$ cat src/design/txei_pkg.sv
`default_nettype none
package txei_pkg;

  // Three-level selector pins
  typedef enum logic [1:0] {
    TXEI_SEL_LOW  = 2'b00,
    TXEI_SEL_MID  = 2'b01,
    TXEI_SEL_HIGH = 2'b10
  } txei_sel_t;

  localparam int unsigned TXEI_BIST_PASS_LEN  = 511;
  localparam int unsigned TXEI_WORD_SYNC_LEN  = 16;
  localparam int unsigned TXEI_LONG_PULSE_LEN = 17;
  localparam int unsigned TXEI_CNT_W          = 10;
  localparam logic [1:0]  TXEI_MODE_LL        = 2'b00;
  localparam logic [9:0]  TXEI_C0_7_CODE      = 10'h0e0;

  typedef struct packed {
    logic [7:0] data;
    logic [1:0] ctrl;
    logic       odd_parity;
    logic       ctrl_in_parity;
  } txei_char_t;

  typedef struct packed {
    logic       parity_check_control;
    txei_sel_t  rx_clock_select;
    txei_sel_t  tx_clock_select;
    logic       ref_clock_rate_select;
    logic [1:0] tx_mode_field;
    logic       bist_enable;
  } txei_cfg_t;

endpackage

`default_nettype wire

$ cat src/design/txei_tx_error_indicator.sv
// Summary of operation
// - Parity check enabled and parity error found raises the transmit error flag.
// - Parity error flag lasts exactly one character-clock period for that character.
// - With parity check enabled, a character failing parity is replaced by code C0.7, encoded or not.
// - With self-test enabled the flag reports self-test progress.
// - Pulse once per 511-character pass, plus 16-character sync when rx select LOW.
// - Pass pulse is one period for rx select MID, seventeen for LOW or HIGH.
// - Rx select LOW or HIGH with mode LL: no sync, one-period pulse.
// - Phase-align buffer enabled unless tx select LOW with rate select LOW.
// - A fault while the buffer is enabled holds the flag until word sync sent or phase reset low.
// - Parity is odd over data, parity bit and optionally control bits.
// - Single-rate model: outputs other than buffer_enabled change only on the rising clock edge or on asynchronous reset.
`timescale 1ns/1ps
`default_nettype none

module txei_tx_error_indicator #(
  parameter int unsigned PASS_LEN  = txei_pkg::TXEI_BIST_PASS_LEN,
  parameter int unsigned SYNC_LEN  = txei_pkg::TXEI_WORD_SYNC_LEN,
  parameter int unsigned LONG_LEN  = txei_pkg::TXEI_LONG_PULSE_LEN
) (
  input  wire logic                 clk,
  input  wire logic                 rst_b,
  input  wire txei_pkg::txei_cfg_t  cfg,
  input  wire logic                 char_valid,
  input  wire txei_pkg::txei_char_t char_in,
  input  wire logic                 tx_phase_reset_n,
  input  wire logic                 buffer_fault,
  input  wire logic                 word_sync_sent,
  output logic                      char_out_valid,
  output logic [9:0]                char_out,
  output logic                      char_replaced,
  output logic                      bist_sync_active,
  output logic                      buffer_enabled,
  output logic                      tx_error_flag
);
  import txei_pkg::*;

  localparam logic [TXEI_CNT_W-1:0] PASS_LAST = TXEI_CNT_W'(PASS_LEN - 1);
  localparam logic [TXEI_CNT_W-1:0] SYNC_LAST = TXEI_CNT_W'(SYNC_LEN - 1);
  localparam logic [TXEI_CNT_W-1:0] LONG_LAST = TXEI_CNT_W'(LONG_LEN - 1);

  typedef enum logic [1:0] {
    TXEI_B_IDLE    = 2'b00,
    TXEI_B_PATTERN = 2'b01,
    TXEI_B_SYNC    = 2'b10
  } txei_bist_t;

  txei_bist_t               bist_state;
  logic [TXEI_CNT_W-1:0]    bist_cnt;
  logic [TXEI_CNT_W-1:0]    pulse_cnt;
  logic                     pass_done;
  logic                     long_pulse;
  logic                     parity_bad;
  logic                     parity_pulse;
  logic                     pass_pulse;
  logic                     fault_hold;
  logic                     next_flag;
  logic                     sync_wanted;
  logic                     pass_end;
  logic                     sync_end;
  logic                     sync_sent;

  // Odd parity over data, parity bit and optionally control bits
  always_comb begin
    parity_bad = cfg.parity_check_control && char_valid &&
                 !(^{char_in.data, char_in.odd_parity,
                     char_in.ctrl & {2{char_in.ctrl_in_parity}}});
  end

  // Long pulse unless rx select MID or (mode LL)
  always_comb begin
    long_pulse = (cfg.rx_clock_select != TXEI_SEL_MID) &&
                 (cfg.tx_mode_field != TXEI_MODE_LL);
  end

  always_comb begin
    buffer_enabled = (cfg.tx_clock_select != TXEI_SEL_LOW) ||
                     cfg.ref_clock_rate_select;
  end

  // Word sync after each pass only for rx select LOW outside mode LL
  always_comb begin
    sync_wanted = (cfg.rx_clock_select == TXEI_SEL_LOW) &&
                  (cfg.tx_mode_field != TXEI_MODE_LL);
  end

  // Last character of the pattern and of the sync phase
  always_comb begin
    pass_end = (bist_state == TXEI_B_PATTERN) && (bist_cnt == PASS_LAST);
    sync_end = (bist_state == TXEI_B_SYNC) && (bist_cnt == SYNC_LAST);
  end

  // A completed self-test word sync also counts as a sent word sync
  always_comb begin
    sync_sent = word_sync_sent || (sync_end && cfg.bist_enable);
  end

  // Character path with bad characters replaced
  always_ff @(posedge clk or negedge rst_b) begin
    if (!rst_b) begin
      char_out_valid <= 1'b0;
      char_out       <= '0;
      char_replaced  <= 1'b0;
    end else begin
      char_out_valid <= char_valid;
      char_replaced  <= parity_bad;
      if (parity_bad) begin
        char_out <= TXEI_C0_7_CODE;
      end else begin
        char_out <= {char_in.ctrl, char_in.data};
      end
    end
  end

  // One-cycle parity pulse tied to the failing character
  always_ff @(posedge clk or negedge rst_b) begin
    if (!rst_b) begin
      parity_pulse <= 1'b0;
    end else begin
      parity_pulse <= parity_bad;
    end
  end

  // Self-test pass sequencer
  always_ff @(posedge clk or negedge rst_b) begin
    if (!rst_b) begin
      bist_state <= TXEI_B_IDLE;
      bist_cnt   <= '0;
      pass_done  <= 1'b0;
    end else begin
      // Pass strobe lasts one cycle
      pass_done <= 1'b0;
      case (bist_state)
        TXEI_B_IDLE: begin
          bist_cnt <= '0;
          if (cfg.bist_enable) begin
            bist_state <= TXEI_B_PATTERN;
          end
        end
        TXEI_B_PATTERN: begin
          if (!cfg.bist_enable) begin
            bist_state <= TXEI_B_IDLE;
          end else if (pass_end) begin
            bist_cnt <= '0;
            if (sync_wanted) begin
              bist_state <= TXEI_B_SYNC;
            end else begin
              pass_done <= 1'b1;
            end
          end else begin
            bist_cnt <= bist_cnt + 1'b1;
          end
        end
        TXEI_B_SYNC: begin
          if (!cfg.bist_enable) begin
            bist_state <= TXEI_B_IDLE;
          end else if (sync_end) begin
            bist_cnt   <= '0;
            pass_done  <= 1'b1;
            bist_state <= TXEI_B_PATTERN;
          end else begin
            bist_cnt <= bist_cnt + 1'b1;
          end
        end
        default: begin
          bist_state <= TXEI_B_IDLE;
        end
      endcase
    end
  end

  // Sync phase shown to the host
  always_comb begin
    bist_sync_active = (bist_state == TXEI_B_SYNC);
  end

  // Stretch pass pulse to one or seventeen periods
  always_ff @(posedge clk or negedge rst_b) begin
    if (!rst_b) begin
      pass_pulse <= 1'b0;
      pulse_cnt  <= '0;
    end else if (pass_done) begin
      pass_pulse <= 1'b1;
      pulse_cnt  <= long_pulse ? LONG_LAST : '0;
    end else if (pulse_cnt != '0) begin
      pulse_cnt <= pulse_cnt - 1'b1;
    end else begin
      pass_pulse <= 1'b0;
    end
  end

  // Buffer fault held until sync sent or phase reset low
  // A new fault wins over a clear in the same cycle
  always_ff @(posedge clk or negedge rst_b) begin
    if (!rst_b) begin
      fault_hold <= 1'b0;
    end else if (buffer_enabled && buffer_fault) begin
      fault_hold <= 1'b1;
    end else if (sync_sent || !tx_phase_reset_n) begin
      fault_hold <= 1'b0;
    end
  end

  always_comb begin
    next_flag = parity_pulse || pass_pulse || fault_hold;
  end

  // Single-rate model: one edge per character period
  always_ff @(posedge clk or negedge rst_b) begin
    if (!rst_b) begin
      tx_error_flag <= 1'b0;
    end else begin
      tx_error_flag <= next_flag;
    end
  end

endmodule

`default_nettype wire

$ cat config.mk
export PLATFORM = sky130hd
export DESIGN_NAME = txei_tx_error_indicator
export DESIGN_NICKNAME = d
export VERILOG_FILES = /design/src/design/txei_pkg.sv /design/src/design/txei_tx_error_indicator.sv
export SDC_FILE = /design/constraint.sdc
export NUM_CORES = 1
export LEC_CHECK = 0
export BUFFER_PORTS_ARGS = -buffer_cell sky130_fd_sc_hd__buf_2
export CORE_MARGIN = 2
export CORE_UTILIZATION = 50
export CTS_CLUSTER_DIAMETER = 80
export CTS_CLUSTER_SIZE = 16
export DETAILED_ROUTE_END_ITERATION = 7
export GPL_TIMING_DRIVEN = 0
export PLACE_DENSITY_LB_ADDON = 0.05
export RECOVER_POWER = 100
export SYNTH_ARGS = -nofsm -noshare
export SYNTH_HDL_FRONTEND = slang
export SYNTH_SLANG_ARGS = --single-unit
export TNS_END_PERCENT = 50
$ cat constraint.sdc
create_clock -name clk -period 2.67 [get_ports clk]
set_input_delay 0.534 -clock clk [delete_from_list [all_inputs] [get_ports clk]]
set_output_delay 0.534 -clock clk [all_outputs]
set_load 0.01 [all_outputs]
==> run_results.csv, run 1 <==
group,metric,value,unit
critical_path,crit_path_top_delay_cell,"or4_1",
placed_design,numPortBuffers,41,
floorplan,core.rowCount,22,
pwr,p_per_area,588.9,mW/mm2
critical_path,crit_buf_inv,0,
placed_design,gp_congestion,0.8542,
routing,drc,0,
yosys,yosysWarnings,0,
global_routing,grt_pass1_vias,1558,
min_path,min_delay_path_depth,1,
routing,via_per_inst,5.392,
pwr,finalPower,1.354,mW
pwr,p_sw_frac,0.3000,
critical_path,required,2820,ps
global_routing,antenna_found_initial,0,
yosys,yosysUniqueCellTypes,47,
pwr,p_sw,0.4061,mW
critical_path,setup.worst_path.class,"reg2reg",
floorplan,fp.dieH,67.02,um
sta,finalMaxSlewViolations,39,
pwr,combPwrFrac,0.217,
yosys,synth_edf_count,0,
sta,fin_crit,2280,ps
clocking,post_cts_resized,0,
clocking,h-tree-depth,2,
critical_path,critPathMaxStageDelay,550,ps
sta,fin_crit_sh,0.8540,
critical_path,reg2reg_depth,5,
critical_path,r2r_slack,390,ps
yosys,synth_area_leaders,"dfrtp_1, ha_1, nor2_1, xnor3_1, nand2_1",
routing,drt-met1-wl,1830,um
finish,final_util,0.6140,
floorplan,start_util,0.5304,
finish,diodes,0,
finish,nNetsFinal,276,
clocking,cts_buffers,5,
pwr,p_clk_frac,0.310,
yosys,avgSynthCellArea,10.24,um2
sta,hold_viol,0,
floorplan,core_area,0.003744,mm2
sta,tns,0,ps
sta,rsz0062_at_grt,"no",
floorplan,ios,42,
sta,finClkSkew,10.82,ps
critical_path,worst-path-stages,5,
routing,ant_nets,0,
routing,wl_per_cell,13.56,um
critical_path,worstPathCellList,"or4_1 > o41ai_1 > a21boi_2 > nand2b_2 > o311ai_0",
clocking,clk_pin_slew,80,ps
clocking,cts-root-buf,"clkbuf_8",
critical_path,critPathLaunch,"bist_cnt[7]",
finish,area_delta_synth_final,15.75,%
critical_path,regToRegStartpoint,"bist_cnt[7]",
yosys,syn-instance-count,194,
routing,wirelength,3945,um
clocking,ctsHoldBuffers,0,
global_routing,grt_overflow_total,0,
critical_path,r2r-end,"bist_cnt[8]",
global_routing,track_usage,0.1935,
sta,fmax,0.4386,GHz
routing,highest_layer,"met4",
yosys,ys.flop_type,"dfrtp_1",
critical_path,crit_path_end_kind,"register",
yosys,synth_fp_nets,228,
pwr,ir_worst_vdd,0.3434,mV
finish,drive_gt1_frac,0.1523,
pwr,p_leak,1.072,nW
clocking,cts_setup_buffers,0,
routing,num_vias,1569,
yosys,ys_seq_area_frac,0.4789,
clocking,clk_path_buf_depth,2,
placed_design,dp.final_hpwl,2920,um
routing,wl_met3,193,um
clocking,cts_tree,"built",
sta,whs,366.2,ps
floorplan,dieArea,0.004492,mm2
clocking,insertion_delay,300,ps
clocking,cts_num_sinks,38,
critical_path,arrival,2430,ps
global_routing,grt_pass1_wl,6486,um
critical_path,cp_top_family,"compound AO/OA/AOI/OAI gates",
outcome,violations,"capacitance limit, slew limit",
global_routing,grt_max_degree,39,
pwr,seq_power_share,0.473,
yosys,syn_area,0.001986,mm2
critical_path,startpoint_type,"register",
sta,maxSlewHeadroom,-0.3239,
sta,worst_pin_slew,1986,ps
routing,met2_length,1865,um
yosys,synth_top_area_share,0.4789,
critical_path,crit_end,"bist_cnt[8]",
critical_path,path_max_fanout,10,
routing,dr.pass1.iters,4,
sta,setup_viol,0,
yosys,synth-async-reset-ratio,1.000,
run,maxCapViolCount,1,
floorplan,die_w,67.02,um
routing,drt_iter0_markers,62,
min_path,hold_class,"in2reg",
yosys,synth_area_leader_cell,"dfrtp_1",
yosys,synth_seq_cells,38,
pwr,p_int,0.9474,mW
outcome,status,"finished, violations left",
-- flip-flops by register name (all words and copies together) (netlist names) --
register and flops:
bist_cnt 10, char_out 10, pulse_cnt 10, bist_state 2, char_out_valid 1, fault_hold 1
parity_pulse 1, pass_done 1, pass_pulse 1, tx_error_flag 1
-- worst min path at each step --
stage / to / start
6_report: char_out_valid / char_valid
5_1_grt: char_out_valid / char_valid
4_1_cts: char_out_valid / char_valid
3_5_place_dp: tx_error_flag / parity_pulse
3_3_place_gp: tx_error_flag / parity_pulse
2_1_floorplan: bist_cnt[0] / rst_b
-- cell usage after synthesis, types with 4 or more instances --
library cell / instances
nand3_1: 10
dfrtp_1: 38
nor3_1: 6
inv_1: 10
nor2_1: 20
ha_1: 7
or3_1: 5
nor2b_1: 9
a21oi_1: 6
xnor2_1: 4
xor2_1: 5
o311ai_0: 4
nand2_1: 15
-- cell type report --
cell class / instances / area (um2)
Sequential cell: 38 / 950.9
Buffer: 5 / 20.02
Timing Repair Buffer: 41 / 182.7
Clock buffer: 6 / 82.58
Tap cell: 48 / 60.06
Inverter: 10 / 37.54
Clock inverter: 2 / 12.51
Fill cell: 352 / 1445
Multi-Input combinational cell: 141 / 952.2
-- through the flow --
step	instance area [um2]	std cells	setup WS, ps
after global placement	2251	283	451.6
after detailed placement	2251	283	419.0
after floorplan	1986	194	588.9
final	2298	291	389.9
after CTS	2346	291	447.2
after global routing	2298	291	254.7
-- power by group through the flow --
stage | logic, mW | registers [mW] | clock network (mW)
after floorplan | 0.193 | 0.660 | 0
after global placement | 0.297 | 0.647 | 0
after detailed placement | 0.310 | 0.650 | 0
after CTS | 0.312 | 0.639 | 0.428
after global routing | 0.330 | 0.647 | 0.446
final | 0.294 | 0.640 | 0.420
-- kinds of logic after synthesis --
family | synth area share
and+or+nand+nor | 0.2344
DFF | 0.4789
xor gates and xnor gates | 0.07372
buffers and inverters | 0.03340
muxes | 0.01575
AOI/OAI and AO/OA | 0.1197
adders and majority gates | 0.04411
-- routing by layer --
layer,track usage,vias up
met5,0,-
met4,0.07398,0
met3,0.04899,7
met2,0.3292,38
met1,0.2338,745
li1,-,779
-- cells in the final DEF, fill, tap and decap left out, drive strengths merged, types with 6 or more instances in the layout --
cell type	synthesis	final
a21oi	6	6
buf	3	24
clkbuf	2	28
dfrtp	38	38
ha	7	7
inv	10	10
nand2	15	15
nand3	10	10
nor2	20	20
nor2b	9	9
nor3	6	6
-- worst reg2reg max path: cells and delay by family (launching register included) --
kind | cells | cell delay, ps
and+or+nand+nor | 2 | 790
AOI/OAI and AO/OA | 3 | 940
DFF | 1 | 420
Note: power is estimated with default switching activity, not from simulation.
==> run 2, diff against run 1 <==
Settings changed: REMOVE_ABC_BUFFERS from default to 1.
==> run_results.csv, run 2 (synthesized netlist as in run 1, its figures left out) <==
group,metric,value,unit
outcome,status,"finished, violations left",
outcome,violations,"capacitance limit, slew limit",
pwr,combPwrFrac,0.219,
routing,ant_nets,0,
global_routing,grt_max_degree,39,
critical_path,setup.worst_path.class,"reg2reg",
critical_path,cp_top_family,"compound AO/OA/AOI/OAI gates",
pwr,p_sw_frac,0.2962,
sta,hold_viol,0,
routing,wirelength,3838,um
pwr,seq_power_share,0.476,
sta,whs,366.0,ps
min_path,hold_class,"in2reg",
clocking,cts_buffers,5,
finish,final_common_cell,"dfrtp_1",
sta,fmax,0.4086,GHz
pwr,p_int,0.9449,mW
global_routing,grt_pass1_wl,6334,um
floorplan,dieArea,0.004492,mm2
pwr,finalPower,1.342,mW
finish,fillCellCount,332,
sta,setup_ws,222.7,ps
placed_design,gp_congestion,0.8250,
finish,drive_gt1_frac,0.1597,
clocking,ctsHoldBuffers,0,
pwr,ir_worst_vdd,0.4257,mV
critical_path,critPathMaxStageDelay,570,ps
sta,fin_crit_sh,0.9166,
floorplan,die_w,67.02,um
sta,tns,0,ps
finish,area_delta_synth_final,14.75,%
critical_path,arrival,2590,ps
pwr,p_clk_frac,0.305,
routing,drc,0,
sta,worst_pin_slew,2005,ps
pwr,p_leak,1.068,nW
finish,final_cell_mix,"dfrtp_1, buf_2, nor2_1, clkbuf_1, nand2_1",
sta,rsz0062_at_grt,"no",
finish,multi_input_area,949.7,um2
min_path,holdPathEnd,"char_out_valid",
sta,finalMaxSlewViolations,39,
critical_path,r2r_slack,220,ps
clocking,h-tree-depth,2,
clocking,insertion_delay,280,ps
global_routing,grt_pass1_vias,1491,
clocking,cts_setup_buffers,0,
pwr,p_per_area,589.2,mW/mm2
finish,regArea,950.9,um2
critical_path,r2r-end,"bist_cnt[8]",
global_routing,track_usage,0.1913,
clocking,clk_pin_slew,70,ps
sta,maxSlewHeadroom,-0.3370,
sta,fin_crit,2447,ps
critical_path,crit_path_top_delay_cell,"or4_1",
global_routing,antenna_found_initial,0,
critical_path,reg2reg_depth,5,
routing,dr.pass1.iters,4,
clocking,cts_num_sinks,38,
critical_path,crit_path_end_kind,"register",
routing,drt_iter0_markers,81,
clocking,clk_path_buf_depth,2,
global_routing,grt_overflow_total,0,
critical_path,crit_buf_inv,0,
pwr,p_sw,0.3976,mW
finish,final_util,0.6086,
sta,setup_viol,0,
clocking,cts-root-buf,"clkbuf_8",
placed_design,dp.final_hpwl,2820,um
placed_design,numPortBuffers,41,
critical_path,worstPathCellList,"or4_1 > o41ai_1 > a21boi_2 > nand2b_1 > o311ai_0",
floorplan,fp.dieH,67.02,um
routing,via_per_inst,5.521,
clocking,post_cts_resized,0,
min_path,min_delay_path_depth,1,
floorplan,core.rowCount,22,
critical_path,startpoint_type,"register",
finish,nNetsFinal,271,
routing,wl_per_cell,13.42,um
floorplan,core_area,0.003744,mm2
routing,num_vias,1579,
floorplan,start_util,0.5304,
finish,diodes,0,
sta,finClkSkew,6.646,ps
min_path,hp-start,"char_valid",
floorplan,ios,42,
critical_path,regToRegStartpoint,"bist_cnt[7]",
finish,top_regs,"bist_cnt x10, char_out x10, pulse_cnt x10",
critical_path,path_max_fanout,10,
run,maxCapViolCount,1,
clocking,cts_tree,"built",
placed_design,dp_slack,430.3,ps
critical_path,required,2810,ps
[run 2: changes by cell type in the layout (fill, tap and decap cells not counted)]
| cell | delta |
|---|---|
| buf_2 | +1 |
| clkbuf_1 | -6 |
| mux2_1 | -1 |
| mux2_2 | +1 |
| nand2b_1 | +1 |
| nand2b_2 | -1 |
[run 2: worst max path at each step]
stage             startpoint           end  slack (ps)  cells after the start
2_1_floorplan   pulse_cnt[0]  pulse_cnt[3]         620                      7
3_3_place_gp    pulse_cnt[0]  pulse_cnt[3]         480                      7
3_5_place_dp   bist_state[0]   bist_cnt[8]         430                      6
4_1_cts         pulse_cnt[0]  pulse_cnt[3]         400                      7
5_1_grt          bist_cnt[7]   bist_cnt[8]         110                      5
6_report         bist_cnt[7]   bist_cnt[8]         220                      5
[run 2: final cells by class]
| type | count | area share |
|---|---|---|
| multi-input cells | 141 | 0.4168 |
| well taps | 48 | 0.02636 |
| clock buffers | 6 | 0.03624 |
| repair buffers | 41 | 0.08127 |
| clock inverters | 2 | 0.005491 |
| flip-flops and latches | 38 | 0.4174 |
| inverters | 10 | 0.01647 |
[run 2: layer usage]
metal  global-route usage  vias to the layer above  part of all wire
met5                    0                        -                 0
met4              0.06633                        0            0.0060
met3              0.06250                        2             0.054
met2               0.3057                       55              0.47
met1               0.2423                      748              0.47
li1                     -                      774                 -
[run 2: through the flow]
stage | cell area [um2] | instances
after floorplan | 1957 | 189
after global placement | 2222 | 278
after detailed placement | 2222 | 278
after CTS | 2317 | 286
after global routing | 2278 | 286
final | 2278 | 286
[run 2: power by group through the flow]
stage / Sequential, mW / Combinational [mW] / Clock (mW)
after floorplan: 0.660 / 0.186 / 0
after global placement: 0.648 / 0.292 / 0
after detailed placement: 0.651 / 0.306 / 0
after CTS: 0.639 / 0.307 / 0.423
after global routing: 0.645 / 0.325 / 0.446
final: 0.639 / 0.294 / 0.410
